--- config.mk ---
export PLATFORM = sky130hd
export DESIGN_NAME = acc_read_decode
export DESIGN_NICKNAME = d
export VERILOG_FILES = /design/src/logic/acc_read_pkg.sv /design/src/logic/opcode_match.sv /design/src/logic/acc_read_decode.sv
export SDC_FILE = /design/constraint.sdc
export NUM_CORES = 1
export LEC_CHECK = 0
export ABC_CLOCK_PERIOD_IN_PS = 2500
export BUFFER_PORTS_ARGS = -buffer_cell sky130_fd_sc_hd__buf_4
export CORE_UTILIZATION = 36
export CTS_CLUSTER_SIZE = 25
export DETAILED_ROUTE_END_ITERATION = 10
export PLACE_DENSITY = 0.83
export RECOVER_POWER = 100
export REMOVE_ABC_BUFFERS = 1
export SLEW_MARGIN = 20
export SYNTH_ARGS = -nofsm -noshare
export SYNTH_HDL_FRONTEND = slang
export SYNTH_HIERARCHICAL = 1
export SYNTH_SLANG_ARGS = --single-unit
--- constraint.sdc ---
create_clock -name i_clk -period 2.5 [get_ports i_clk]
set_input_delay 0.5 -clock i_clk [delete_from_list [all_inputs] [get_ports i_clk]]
set_output_delay 0.5 -clock i_clk [all_outputs]
set_load 0.03 [all_outputs]
--- src/logic/acc_read_pkg.sv ---
// Constants for the register-to-accumulator read instructions
package acc_read_pkg;
  localparam int OP_W = 10;
  localparam int ACC_W = 4;
  localparam int STACK_W = 3;
  localparam int N_SRC = 8;
  // Opcode words for each source register
  localparam logic [OP_W-1:0] OP_CLOCK_CTRL = 10'h252;
  localparam logic [OP_W-1:0] OP_PULLUP0 = 10'h257;
  localparam logic [OP_W-1:0] OP_PULLUP1 = 10'h25e;
  localparam logic [OP_W-1:0] OP_PULLUP2 = 10'h25f;
  localparam logic [OP_W-1:0] OP_STACK_PTR = 10'h250;
  localparam logic [OP_W-1:0] OP_INT_CTRL1 = 10'h054;
  localparam logic [OP_W-1:0] OP_INT_CTRL2 = 10'h055;
  localparam logic [OP_W-1:0] OP_TIMER_CTRL1 = 10'h24b;
  // Source index order used by the select vector
  localparam int SRC_CLOCK = 0;
  localparam int SRC_PULL0 = 1;
  localparam int SRC_PULL1 = 2;
  localparam int SRC_PULL2 = 3;
  localparam int SRC_STACK = 4;
  localparam int SRC_INT1 = 5;
  localparam int SRC_INT2 = 6;
  localparam int SRC_TIMER1 = 7;
  localparam logic [N_SRC*OP_W-1:0] OP_TABLE = {
    OP_TIMER_CTRL1, OP_INT_CTRL2, OP_INT_CTRL1, OP_STACK_PTR,
    OP_PULLUP2, OP_PULLUP1, OP_PULLUP0, OP_CLOCK_CTRL};
  localparam logic [ACC_W-1:0] ACC_RESET = 4'h0;
  localparam logic ACC_TOP_FILL = 1'b0;
endpackage : acc_read_pkg

--- src/logic/opcode_match.sv ---
// Single opcode comparator, qualified by the issue input alone
`timescale 1ns/100ps
`default_nettype none
module opcode_match #(
  parameter int W = 10,
  parameter logic [W-1:0] CODE = '0
) (
  input wire logic [W-1:0] i_opcode,
  input wire logic i_issue,
  output logic o_match
);
  // Full-word compare: no don't-care bits in this group
  assign o_match = i_issue && (i_opcode == CODE);
endmodule : opcode_match
`default_nettype wire

--- src/logic/acc_read_decode.sv ---
// Decode and execute of the register-to-accumulator read instructions
// Functional notes
// [RQ1] Opcode 0x252 copies clock control register to accumulator, one cycle.
// [RQ2] Opcode 0x257 copies pull-up control 0 to accumulator, one cycle.
// [RQ3] A one-cycle opcode copies pull-up control 1 to accumulator.
// [RQ4] Opcode 0x25F copies pull-up control 2 to accumulator, one cycle.
// [RQ5] Stack pointer read fills low three bits, top bit zero.
// [RQ6] Opcode 0x054 copies interrupt control 1 to accumulator.
// [RQ7] Opcode 0x055 copies interrupt control 2 to accumulator.
// [RQ8] Opcode 0x24B copies timer control 1 to accumulator.
// [RQ9] Sources untouched; only accumulator changes, at cycle end; no skip.
`timescale 1ns/100ps
`default_nettype none
module acc_read_decode
  import acc_read_pkg::*;
#(
  parameter int OPW = acc_read_pkg::OP_W,
  parameter int AW = acc_read_pkg::ACC_W,
  parameter int SPW = acc_read_pkg::STACK_W
) (
  input wire logic i_clk,
  input wire logic i_rstn,
  input wire logic i_ce,
  input wire logic i_op_valid,
  input wire logic [acc_read_pkg::OP_W-1:0] i_opcode,
  input wire logic i_acc_wr,
  input wire logic [acc_read_pkg::ACC_W-1:0] i_acc_wdata,
  input wire logic [acc_read_pkg::ACC_W-1:0] i_clock_ctrl_reg,
  input wire logic [acc_read_pkg::ACC_W-1:0] i_pullup_ctrl0,
  input wire logic [acc_read_pkg::ACC_W-1:0] i_pullup_ctrl1,
  input wire logic [acc_read_pkg::ACC_W-1:0] i_pullup_ctrl2,
  input wire logic [acc_read_pkg::STACK_W-1:0] i_stack_pointer,
  input wire logic [acc_read_pkg::ACC_W-1:0] i_int_ctrl1,
  input wire logic [acc_read_pkg::ACC_W-1:0] i_int_ctrl2,
  input wire logic [acc_read_pkg::ACC_W-1:0] i_timer_ctrl1,
  output logic o_hit,
  output logic o_carry_we,
  output logic o_skip,
  output logic [acc_read_pkg::ACC_W-1:0] o_acc
);
  import acc_read_pkg::*;

  // The opcode table is fixed at these widths, and the stack pointer
  // must leave room for the forced top bit of the accumulator
  if (OPW != OP_W || AW != ACC_W || SPW != STACK_W || SPW >= AW) begin : g_chk
    $error("acc_read_decode: unsupported width parameters");
  end

  ////////////////////////////////////////////////////////////////////////////
  // Decode
  logic issue;
  logic [N_SRC-1:0] sel;
  // Nothing is taken while the clock enable is low
  assign issue = i_ce && i_op_valid;

  // One comparator per source; at most one can match, since the codes differ
  // A code outside the table matches nothing and leaves the hit low
  for (genvar g = 0; g < N_SRC; g++) begin : g_dec
    opcode_match #(
      .W(OP_W),
      .CODE(OP_TABLE[g*OP_W +: OP_W])
    ) u_match (
      .i_opcode(i_opcode),
      .i_issue(issue),
      .o_match(sel[g])
    );
  end

  ////////////////////////////////////////////////////////////////////////////
  // Source select
  logic [ACC_W-1:0] stack_word;
  logic [ACC_W-1:0] rd_data;
  // Top bit is forced so a stale accumulator bit cannot survive the read
  assign stack_word = {ACC_TOP_FILL, i_stack_pointer}; // RQ5
  // AND-OR mux keeps the path flat; sources are only sampled, never written
  assign rd_data =
      ({ACC_W{sel[SRC_CLOCK]}} & i_clock_ctrl_reg) // RQ1
    | ({ACC_W{sel[SRC_PULL0]}} & i_pullup_ctrl0) // RQ2
    | ({ACC_W{sel[SRC_PULL1]}} & i_pullup_ctrl1) // RQ3
    | ({ACC_W{sel[SRC_PULL2]}} & i_pullup_ctrl2) // RQ4
    | ({ACC_W{sel[SRC_STACK]}} & stack_word) // RQ5
    | ({ACC_W{sel[SRC_INT1]}} & i_int_ctrl1) // RQ6
    | ({ACC_W{sel[SRC_INT2]}} & i_int_ctrl2) // RQ7
    | ({ACC_W{sel[SRC_TIMER1]}} & i_timer_ctrl1); // RQ8

  // Hit wins over a core write in the same cycle
  // Other instructions load the accumulator through the core write port
  logic [ACC_W-1:0] acc_d;
  logic [ACC_W-1:0] acc_q;
  assign o_hit = |sel;
  assign acc_d = o_hit ? rd_data : (i_acc_wr ? i_acc_wdata : acc_q); // RQ9
  // Carry and skip never touched by this group
  assign o_carry_we = 1'b0; // RQ9
  assign o_skip = 1'b0; // RQ9

  ////////////////////////////////////////////////////////////////////////////
  // Accumulator, updated at the cycle end
  // Reset loads a constant; a frozen cycle keeps the old word
  always_ff @(posedge i_clk or negedge i_rstn) begin
    if (!i_rstn) begin
      acc_q <= ACC_RESET;
    end else if (i_ce) begin
      acc_q <= acc_d; // RQ9
    end
  end
  // Data output comes straight from the flip-flop
  assign o_acc = acc_q;

  ////////////////////////////////////////////////////////////////////////////
  // Checks
  // Each read is judged one edge later against the source as it stood
  // when the opcode was taken, so a source that moves afterwards is fine.
  // All checks sleep while reset is held low.
  // Sources are inputs here, so no read can disturb them from this side.

  // Clock control read
  property p_clock_ctrl;
    @(posedge i_clk) disable iff (!i_rstn)
    (issue && i_opcode == OP_CLOCK_CTRL) |=> o_acc == $past(i_clock_ctrl_reg);
  endproperty
  a_clock_ctrl: assert property (p_clock_ctrl) // RQ1
    else $error("clock ctrl read wrong");

  // Pull-up control 0 read
  property p_pullup0;
    @(posedge i_clk) disable iff (!i_rstn)
    (issue && i_opcode == OP_PULLUP0) |=> o_acc == $past(i_pullup_ctrl0);
  endproperty
  a_pullup0: assert property (p_pullup0) // RQ2
    else $error("pullup0 read wrong");

  // Pull-up control 1 read, with the hit shown in the issue cycle
  property p_pullup1;
    @(posedge i_clk) disable iff (!i_rstn)
    (issue && i_opcode == OP_PULLUP1) |-> o_hit ##1
      o_acc == $past(i_pullup_ctrl1);
  endproperty
  a_pullup1: assert property (p_pullup1) // RQ3
    else $error("pullup1 read wrong");

  // Pull-up control 2 read
  property p_pullup2;
    @(posedge i_clk) disable iff (!i_rstn)
    (issue && i_opcode == OP_PULLUP2) |=> o_acc == $past(i_pullup_ctrl2);
  endproperty
  a_pullup2: assert property (p_pullup2) // RQ4
    else $error("pullup2 read wrong");

  // Stack pointer read: low bits copied, top bit cleared
  property p_stack_ptr;
    @(posedge i_clk) disable iff (!i_rstn)
    (issue && i_opcode == OP_STACK_PTR) |=>
      (o_acc[ACC_W-1] == 1'b0 &&
       o_acc[STACK_W-1:0] == $past(i_stack_pointer));
  endproperty
  a_stack_ptr: assert property (p_stack_ptr) // RQ5
    else $error("stack pointer read wrong");

  // Interrupt control 1 read
  property p_int_ctrl1;
    @(posedge i_clk) disable iff (!i_rstn)
    (issue && i_opcode == OP_INT_CTRL1) |=> o_acc == $past(i_int_ctrl1);
  endproperty
  a_int_ctrl1: assert property (p_int_ctrl1) // RQ6
    else $error("int ctrl1 read wrong");

  // Interrupt control 2 read
  property p_int_ctrl2;
    @(posedge i_clk) disable iff (!i_rstn)
    (issue && i_opcode == OP_INT_CTRL2) |=> o_acc == $past(i_int_ctrl2);
  endproperty
  a_int_ctrl2: assert property (p_int_ctrl2) // RQ7
    else $error("int ctrl2 read wrong");

  // Timer control 1 read
  property p_timer_ctrl1;
    @(posedge i_clk) disable iff (!i_rstn)
    (issue && i_opcode == OP_TIMER_CTRL1) |=> o_acc == $past(i_timer_ctrl1);
  endproperty
  a_timer_ctrl1: assert property (p_timer_ctrl1) // RQ8
    else $error("timer ctrl1 read wrong");

  // Core write lands when no read of this group claims the cycle
  property p_core_write;
    @(posedge i_clk) disable iff (!i_rstn)
    (i_ce && !o_hit && i_acc_wr) |=> o_acc == $past(i_acc_wdata);
  endproperty
  a_core_write: assert property (p_core_write) // RQ9
    else $error("core write to accumulator lost");

  // A low clock enable freezes the accumulator
  property p_frozen;
    @(posedge i_clk) disable iff (!i_rstn)
    !i_ce |=> $stable(o_acc);
  endproperty
  a_frozen: assert property (p_frozen) // RQ9
    else $error("accumulator moved while frozen");

  // No hit without a valid instruction and a running clock enable
  property p_idle_quiet;
    @(posedge i_clk) disable iff (!i_rstn)
    !(i_ce && i_op_valid) |-> !o_hit;
  endproperty
  a_idle_quiet: assert property (p_idle_quiet) // RQ9
    else $error("hit without an issued instruction");

  // A read of this group never writes carry nor asks for a skip
  property p_hit_flags;
    @(posedge i_clk) disable iff (!i_rstn)
    o_hit |-> !o_carry_we && !o_skip;
  endproperty
  a_hit_flags: assert property (p_hit_flags) // RQ9
    else $error("read touched carry or skip");

  // Quiet cycles change nothing at all
  property p_no_side;
    @(posedge i_clk) disable iff (!i_rstn)
    (!i_ce || (!o_hit && !i_acc_wr)) |=> $stable(o_acc)
      && !o_skip && !o_carry_we;
  endproperty
  a_no_side: assert property (p_no_side) // RQ9
    else $error("accumulator changed without cause");
endmodule : acc_read_decode
`default_nettype wire

# --- Yosys cells after proc, flatten, opt, wreduce, memory -nomap -nowiden ---
# Index checks and enable logic that the tools add are counted.
op_classes:
  n_eq_ne: 8
  n_mux: 2
  bitwise: 15
  reduce_logical: 12
ops:
  columns: ["op", "n"]
  rows:
  - ["equality test 10 bit, second input constant", 6]
  - ["AND 4 bit", 7]
  - ["bitwise OR 4 bit", 7]
  - ["equality test 10 x 7 -> 1 bit, second input constant", 2]
  - ["logical AND 1 bit", 9]
  - ["2-to-1 mux 4 bit", 2]
  - ["OR reduction 8 bit", 1]
  - ["AND 4 x 3 -> 4 bit", 1]
  - ["AND reduction 2 bit", 1]
  - ["nonzero test 2 bit", 1]
word_totals:
  ff_bits: 4
  in_bits: 50

# --- Depth between registers and ports, before layout ---
# Gate-level depths: netlist of the first run.
logic_depth:
  depth_word: 11
  depth_mapped: 6
  ltp_nobuf: 6

# --- Hierarchy ---
# Netlist of the first run, hierarchy kept.
modules_own_cells:
  columns: ["module", "instances", "cells_per_inst", "area_per_inst_um2", "seq_area_each_um2"]
  rows:
  - ["acc_read_decode", 1, 45, 402.9, 100.1]
  - ["opcode_match (g_dec[3].u_match ...)", 3, 4, 35.0, 0.0]
  - ["opcode_match (g_dec[0].u_match ...)", 2, 4, 37.5, 0.0]
  - ["opcode_match (g_dec[7].u_match)", 1, 4, 38.8, 0.0]
  - ["opcode_match (g_dec[1].u_match)", 1, 4, 36.3, 0.0]
  - ["opcode_match (g_dec[2].u_match)", 1, 4, 33.8, 0.0]

# --- Least setup slack after synthesis of the first run ---
# Ideal clock, no wire load.
synth_path:
  path_type: "in2out"
  startpoint: "in i_opcode[1] in the netlist's numbering"
  endpoint: "out o_hit"
  t_arrival_ns: 1.900
  path_slack_ns: 0.100
  path_stages: 4
  path_cell_list: "or4b_1 nor4_2 nor4_4 nand2_1"
synth_via:
  elab_chain_len: 3
  word_cells_on_any_way: 17
  cone_classes: "8 x eq/ne; 9 x reduce/logical"
synth_rtl:
  columns: ["item", "line_no", "source"]
  rows:
  - ["start, declared", "acc_read_decode.sv:25", "input wire logic [acc_read_pkg::OP_W-1:0] i_opcode,"]
  - ["equality test 10 x 7 -> 1 bit", "opcode_match.sv:13", "assign o_match = i_issue && (i_opcode == CODE);"]
  - ["logical AND 1 bit", "opcode_match.sv:13", null]
  - ["named net sel[6]", "acc_read_decode.sv:52", "logic [N_SRC-1:0] sel;"]
  - ["OR reduction 8 bit", "acc_read_decode.sv:90", "assign o_hit = |sel;"]
  - ["end, declared", "acc_read_decode.sv:36", "output logic o_hit,"]
# The timed path passes the listed nets, and every way through them passes these cells.

# --- Worst setup path after layout of the first run ---
# Same ends and word-level chain as after synthesis.

==> results of run 1 <==
[how the worst max path moves through the flow]
stage	slack [ns]	depth (start not counted)	startpoint	end
2_1_floorplan	0.10	4	i_opcode[1]	o_hit
3_3_place_gp	0.09	6	i_opcode[1]	o_hit
3_5_place_dp	0.08	6	i_opcode[0]	o_hit
4_1_cts	0.08	6	i_opcode[0]	o_hit
5_1_grt	0.001	6	i_opcode[1]	o_hit
6_report	0.08	6	i_opcode[1]	o_hit
[per-stage QoR]
step	util, %	cell area [µm²]	cells
5_1_grt	67.8	1200	168
3_3_place_gp	67.6	1190	165
6_report	67.8	1200	168
4_1_cts	68.9	1210	168
3_5_place_dp	67.6	1190	165
2_1_floorplan	-	681	76
[layout make-up]
type	count	area share, %
multi-input cells	66	46.7
clock buffers	3	1.88
inverters	6	1.88
well taps	25	2.62
flip-flops and latches	4	8.37
repair buffers	64	38.6
[power groups by stage]
stage	Clock [µW]	Combinational, µW	Sequential (µW)
finish	80.2	137	77.4
CTS	82.1	145	77.8
detailed placement	0	144	78.6
global route	87.5	148	78.4
global placement	0	141	78.3
floorplan	0	34.3	95.1
[synth_stat cells (3+ instances only)]
cell type,number
nor4_2,7
a22oi_1,6
inv_1,6
nand2_1,5
nand4b_1,5
a32oi_1,4
dfrtp_1,4
nand4bb_1,4
o211ai_1,4
a21oi_1,3
a222oi_1,3
and3_1,3
or4b_1,3
[logic make-up after synthesis]
family          after synthesis  synth area share, %
simple gates                 39                 50.8
flops                         4                 14.5
other cells                   1                0.542
compound gates               25                 28.8
buf+inv                       8                 5.42
[routing by layer]
layer  global-route usage, %  up-vias  part of all wire, %  wire, µm
met5                       0        -                    0         0
met4                    10.6        0                  1.3        32
met3                    2.78        4                  6.5       164
met2                    43.9       46                   52      1330
met1                    30.2      451                   40      1000
li1                        -      470                    -         -
==> flow_metrics.py, run 1 <==
metrics = {
    "floorplan": {
        "die_area_um2": 2100,
        "core.rowCount": 15,
        "die_y_um": 45.8,
        "die_x_um": 45.8,
        "ios": 57,
        "initial_core_util_pct": 39.2,
        "core-area_um2": 1760,
    },
    "clock_network": {
        "clock-sinks": 4,
        "insertion_delay_ns": 0.23,
        "post-cts-setup-buffers": 0,
        "holdBufCountCts": 0,
        "cts_root_buf": "clkbuf_4",
        "ctsResizeCount": 0,
        "htree_levels": 1,
        "path_clk_slew_ns": 0.04,
        "cts_max_path_buffers": 2,
        "numCtsBuffers": 3,
        "cts_tree": "done",
    },
    "sta": {
        "fmax_mhz": 413,
        "finalWorstSetupSlack_ns": 0.0811,
        "period_minus_slack_ns": 2.42,
        "finalClockSkew_ns": 0,
        "finalCritPeriodShare_pct": 96.8,
        "slew_viol_final": 0,
        "tns_ns": 0,
        "rsz0062_at_grt": "false",
        "hold_viol": 0,
        "hold_ws_ns": 0.0871,
        "finalSetupViolations": 0,
    },
    "finish": {
        "layout_commonest_cell": "buf_4",
        "layout.cells.most_common_list": "buf_4, nor4_2, inv_1, a22oi_1",
        "syn2layout_area_growth_pct": 72.9,
        "drive_gt1_share_pct": 51.7,
        "largest_reg_flops": 4,
        "multi_input_area_um2": 558,
        "final_net_count": 195,
        "num-fill-cells": 167,
        "antenna_cells": 0,
        "regArea_um2": 100,
    },
    "synth": {
        "ys_seq_area_share_pct": 14.5,
        "synth_area_um2": 692,
        "netlist_instances": 77,
        "ys_async_sr_fraction_pct": 100,
        "synth_cell_types": 27,
        "synth-main-ff-cell": "dfrtp_1",
        "synth_top_area_share_pct": 14.5,
        "synth-seq-cells": 4,
        "avgSynthCellArea_um2": 8.99,
        "yosysTopAreaCell": "dfrtp_1",
        "synth_edf_count": 0,
        "synth_area_leaders": "dfrtp_1, nor4_2, a22oi_1",
        "yosysWarnings": 6,
    },
    "placed_design": {
        "dp_hpwl_um": 2090,
        "io_buffers": 54,
        "gp_congestion": 0.821,
        "dp_slack_ns": 0.0772,
    },
    "pwr": {
        "power_switching_uw": 98.0,
        "finalPower_uw": 295,
        "p_comb_share_pct": 46.5,
        "swShare_pct": 33.2,
        "internal-power_uw": 197,
        "p_leak_uw": 0.000498,
        "vdd_drop_max_uv": 129,
        "p_per_area_nw_per_um2": 247,
        "p_clk_share_pct": 27.2,
        "power_frac_seq_pct": 26.3,
    },
    "global_route": {
        "grt_max_degree": 9,
        "grtUsageTotal_pct": 25.0,
        "grt_overflow": 0,
        "grt_pass1_vias": 875,
        "grt_pass1_wl_um": 3780,
        "antenna_found_initial": 0,
    },
    "detailed_routing": {
        "drt_iter0_markers": 34,
        "routedWlPerCell_um": 15.0,
        "vias_per_cell": 5.78,
        "drcViolationCount": 0,
        "drt_first_pass_iters": 4,
        "routed_wl_um": 2530,
        "vias": 971,
        "ant_nets": 0,
    },
    "setup_path": {
        "rrSetupSlack_ns": 1.88,
        "required_ns": 2.00,
        "r2r-end": "o_acc[2]$_DFFE_PN0P_",
        "slowest_delay_ns": 0.53,
        "crit_chain": "buf_4 -> or4b_1 -> nor4_2 -> nor4_4 -> nand2_1 -> buf_4",
        "path_buf_inv": 2,
        "start_kind": "input port",
        "path_delay_family": "simple AND/OR/NAND/NOR gates",
        "criticalPathCategory": "in2out",
        "reg2regPathDepth": 2,
        "r2r_start": "o_acc[2]$_DFFE_PN0P_",
        "crit_arrival_ns": 1.92,
        "slowest_stage": "or4b_1",
        "endpoint_kind": "output port",
        "path_max_fanout": 8,
        "cp_common_cell": "buf_4",
    },
    "run_status": {
        "status": "finished clean",
    },
    "worst_hold_path": {
        "hold_path.class": "in2async",
    },
    "run": {
        "max-cap-violations": 0,
    },
}
No activity file was read; power rests on OpenSTA's default activity.
==> run 2, diff against run 1 <==
CORE_UTILIZATION = 38   (was 36)
PLACE_DENSITY = 0.87   (was 0.83)
==> flow_metrics.py, run 2 (same netlist as run 1, synthesis figures left out) <==
metrics = {
    "detailed_routing": {
        "vias": 983,
        "routed_wl_um": 2610,
        "drcViolationCount": 1,
        "vias_per_cell": 5.92,
        "routedWlPerCell_um": 15.7,
        "ant_nets": 0,
        "drt_first_pass_iters": 7,
        "drt_iter0_markers": 37,
    },
    "setup_path": {
        "path_delay_family": "simple AND/OR/NAND/NOR gates",
        "crit_chain": "buf_4 -> or4bb_1 -> nor4_2 -> nor4_4 -> nand2_1 -> buf_4",
        "r2r-end": "o_acc[0]$_DFFE_PN0P_",
        "slowest_delay_ns": 0.52,
        "cp_common_cell": "buf_4",
        "reg2regPathDepth": 2,
        "endpoint_kind": "output port",
        "path_max_fanout": 8,
        "required_ns": 2.00,
        "r2r_start": "o_acc[0]$_DFFE_PN0P_",
        "path_buf_inv": 2,
        "slowest_stage": "or4bb_1",
        "start_kind": "input port",
        "rrSetupSlack_ns": 1.85,
        "criticalPathCategory": "in2out",
        "crit_arrival_ns": 1.94,
    },
    "worst_hold_path": {
        "hold_path.class": "in2async",
    },
    "finish": {
        "layout.cells.most_common_list": "buf_4, inv_1, a22oi_1, clkbuf_1",
        "syn2layout_area_growth_pct": 75.2,
        "fin_util_pct": 71.0,
        "antenna_cells": 0,
        "drive_gt1_share_pct": 50.4,
        "layout_commonest_cell": "buf_4",
        "num-fill-cells": 149,
        "final_net_count": 193,
        "design_area_um2": 1210,
        "largest_reg_flops": 4,
    },
    "run_status": {
        "violations": "DRC",
        "status": "complete, but fails checks",
    },
    "floorplan": {
        "ios": 57,
        "die_x_um": 44.7,
        "core-area_um2": 1710,
        "die_y_um": 44.7,
        "die_area_um2": 2000,
        "initial_core_util_pct": 40.5,
        "core.rowCount": 15,
    },
    "clock_network": {
        "numCtsBuffers": 3,
        "path_clk_slew_ns": 0.04,
        "cts_tree": "done",
        "insertion_delay_ns": 0.25,
        "cts_max_path_buffers": 2,
        "htree_levels": 1,
        "clock-sinks": 4,
        "cts_root_buf": "clkbuf_4",
        "post-cts-setup-buffers": 0,
    },
    "sta": {
        "hold_ws_ns": 0.0845,
        "slew_viol_final": 0,
        "period_minus_slack_ns": 2.44,
        "finalClockSkew_ns": 0,
        "hold_viol": 0,
        "tns_ns": 0,
        "finalSetupViolations": 0,
        "rsz0062_at_grt": "false",
        "finalCritPeriodShare_pct": 97.5,
        "fmax_mhz": 410,
    },
    "pwr": {
        "finalPower_uw": 307,
        "p_leak_uw": 0.000509,
        "p_per_area_nw_per_um2": 253,
        "vdd_drop_max_uv": 129,
    },
    "global_route": {
        "grtUsageTotal_pct": 26.1,
        "grt_pass1_vias": 830,
        "grt_pass1_wl_um": 3680,
        "antenna_found_initial": 0,
        "grt_overflow": 0,
        "grt_max_degree": 9,
    },
    "placed_design": {
        "io_buffers": 54,
        "gp_congestion": 0.887,
        "dp_hpwl_um": 2070,
        "post_dp_cell_area_um2": 1180,
    },
    "run": {
        "max-cap-violations": 0,
    },
}
-- run 2: cell types whose count changed in the layout (fill, tap and decap cells not counted), sizes merged --
| cell | delta |
|---|---|
| clkbuf | +1 |
| buf | -3 |
-- run 2: cell type report --
type / instances / area [µm²] / share of cell area, %
clock buffers: 3 / 22.5 / 1.86
flip-flops and latches: 4 / 100 / 8.26
inverters: 6 / 22.5 / 1.86
repair buffers: 62 / 443 / 36.5
multi-input cells: 66 / 593 / 48.9
well taps: 25 / 31.3 / 2.58
-- run 2: repair_timing --
item                       CTS  global route
hold endpoints to repair     0             0
hold buffers                 0             0
resized for setup            0             4
setup endpoints to repair    0             1
-- run 2: metrics by stage --
stage	std cells	worst slack (ns)
after floorplan	76	0.100
after global placement	163	0.0916
after detailed placement	163	0.0354
after CTS	166	0.0351
after global routing	166	0.000794
final	166	0.0626
-- run 2: worst max-delay path by stage --
stage	from	end	slack, ns	depth (start not counted)
final	i_opcode[5]	o_hit	0.06	6
after CTS	i_opcode[1]	o_hit	0.04	6
after floorplan	i_opcode[1]	o_hit	0.10	4
after global placement	i_opcode[1]	o_hit	0.09	6
after global routing	i_opcode[0]	o_hit	0.0008	6
after detailed placement	i_opcode[1]	o_hit	0.04	6
-- run 2: routing by layer --
layer	up-vias	track usage (%)	wire, µm
met4	0	15.2	84
met1	450	29.3	971
met2	57	45.0	1330
li1	467	-	-
met3	9	5.71	218
met5	-	0	0
-- run 2: where the power goes --
group | leakage [µW] | switching, µW | total, µW | internal [µW]
clock network | 0.0000138 | 34.0 | 88.2 | 54.2
logic | 0.000452 | 70.8 | 141 | 70.0
registers | 0.0000436 | 4.61 | 77.9 | 73.3
total | 0.000509 | 109 | 307 | 198
==> run 3, diff against run 2 <==
ABC_CLOCK_PERIOD_IN_PS = 2300   (was 2500)
clock period = 2.3 ns   (was 2.5 ns; I/O delays follow)
==> flow_metrics.py, run 3 (same netlist as run 1, synthesis figures left out) <==
metrics = {
    "run_status": {
        "status": "complete, but fails checks",
        "violations": "DRC",
    },
    "floorplan": {
        "initial_core_util_pct": 40.5,
        "core.rowCount": 15,
        "die_x_um": 44.7,
        "die_area_um2": 2000,
        "die_y_um": 44.7,
        "core-area_um2": 1710,
        "ios": 57,
    },
    "detailed_routing": {
        "drt_first_pass_iters": 7,
        "vias": 1025,
        "drt_iter0_markers": 53,
        "routedWlPerCell_um": 15.2,
        "vias_per_cell": 5.92,
        "ant_nets": 0,
        "routed_wl_um": 2630,
        "drcViolationCount": 1,
    },
    "global_route": {
        "grtUsageTotal_pct": 26.8,
        "antenna_found_initial": 0,
        "grt_pass1_vias": 952,
        "grt_max_degree": 9,
        "grt_overflow": 0,
        "grt_pass1_wl_um": 3950,
    },
    "sta": {
        "hold_viol": 0,
        "finalSetupViolations": 0,
        "finalCritPeriodShare_pct": 96.8,
        "fmax_mhz": 449,
        "slew_viol_final": 0,
        "finalClockSkew_ns": 0,
        "hold_ws_ns": 0.0576,
        "period_minus_slack_ns": 2.23,
        "rsz0062_at_grt": "false",
        "finalWorstSetupSlack_ns": 0.0735,
    },
    "setup_path": {
        "slowest_stage": "or4_1",
        "crit_chain": "buf_4 -> or4_1 -> nor4_4 -> nor4_2 -> nand2_1 -> buf_4",
        "path_max_fanout": 8,
        "endpoint_kind": "output port",
        "start_kind": "input port",
        "criticalPathCategory": "in2out",
        "path_delay_family": "simple AND/OR/NAND/NOR gates",
        "crit_arrival_ns": 1.77,
        "slowest_delay_ns": 0.56,
        "path_buf_inv": 2,
        "cp_common_cell": "buf_4",
        "required_ns": 1.84,
    },
    "clock_network": {
        "numCtsBuffers": 3,
        "htree_levels": 1,
        "path_clk_slew_ns": 0.04,
        "insertion_delay_ns": 0.24,
        "cts_root_buf": "clkbuf_4",
        "clock-sinks": 4,
        "cts_max_path_buffers": 2,
        "cts_tree": "done",
    },
    "finish": {
        "num-fill-cells": 139,
        "layout_commonest_cell": "buf_4",
        "largest_reg_flops": 4,
        "design_area_um2": 1260,
        "syn2layout_area_growth_pct": 81.6,
        "drive_gt1_share_pct": 52.7,
        "antenna_cells": 0,
        "final_net_count": 200,
        "layout.cells.most_common_list": "buf_4, inv_1, a22oi_1, clkbuf_1",
    },
    "run": {
        "max-cap-violations": 0,
    },
    "pwr": {
        "p_leak_uw": 0.000538,
        "finalPower_uw": 329,
        "p_per_area_nw_per_um2": 262,
        "vdd_drop_max_uv": 156,
    },
    "placed_design": {
        "post_dp_cell_area_um2": 1210,
        "io_buffers": 54,
        "gp_congestion": 0.906,
        "dp_slack_ns": -0.0915,
        "dp_hpwl_um": 2120,
    },
    "worst_hold_path": {
        "hold_path.class": "in2async",
    },
}
[run 3: cell type report]
type | count | area (µm²) | area share (%)
Multi-Input combinational cell | 66 | 584 | 46.5
Timing Repair Buffer | 69 | 495 | 39.4
Sequential cell | 4 | 100 | 7.97
Tap cell | 25 | 31.3 | 2.49
Clock buffer | 3 | 22.5 | 1.79
Inverter | 6 | 22.5 | 1.79
[run 3: per-stage QoR]
step                      cells  TNS, ns  util, %
after floorplan              76  -0.0198        -
after global placement      167  -0.0302     70.7
after detailed placement    167   -0.154     70.7
after CTS                   171        0     73.0
after global routing        173        0     73.6
final                       173        0     73.6
[run 3: worst register-to-register path: cells and delay by family (launching register included)]
family / cells / cell delay [ns]
flip-flops: 1 / 0.35
buffers and inverters: 1 / 0.05
AO/OA/AOI/OAI: 1 / 0.18
[run 3: worst paths after layout]
path,from,to,slack [ns],cells after the start
worst max-delay path,i_opcode[1],o_hit,0.07,6
max in group asynchronous,i_rstn,o_acc[0]$_DFFE_PN0P_,2.04,1
min in group i_clk,o_acc[3]$_DFFE_PN0P_,o_acc[3]$_DFFE_PN0P_,0.52,2
worst max register to register,o_acc[1]$_DFFE_PN0P_,o_acc[1]$_DFFE_PN0P_,1.63,2
worst min-delay path,i_rstn,o_acc[2]$_DFFE_PN0P_,0.06,1
worst min register to register,o_acc[3]$_DFFE_PN0P_,o_acc[3]$_DFFE_PN0P_,0.52,2
[run 3: where the power goes]
part	total (µW)	switching [µW]	leakage, µW	internal (µW)
combinational	155	77.4	0.000481	77.2
sequential	84.9	5.12	0.0000436	79.8
clock	89.8	31.2	0.0000138	58.5
[run 3: timing repair]
action	CTS	global route
hold buffers	0	0
resized for setup	1	2
endpoints found under the setup margin	1	1
pin swaps	2	3
cloned	0	0
setup buffers	1	2
[run 3: metal layers]
layer | vias to the layer above | track usage (%) | routed length [µm]
li1 | 481 | - | -
met1 | 477 | 28.4 | 979
met5 | - | 0 | 0
met2 | 58 | 50.0 | 1410
met3 | 9 | 2.86 | 178
met4 | 0 | 16.4 | 67
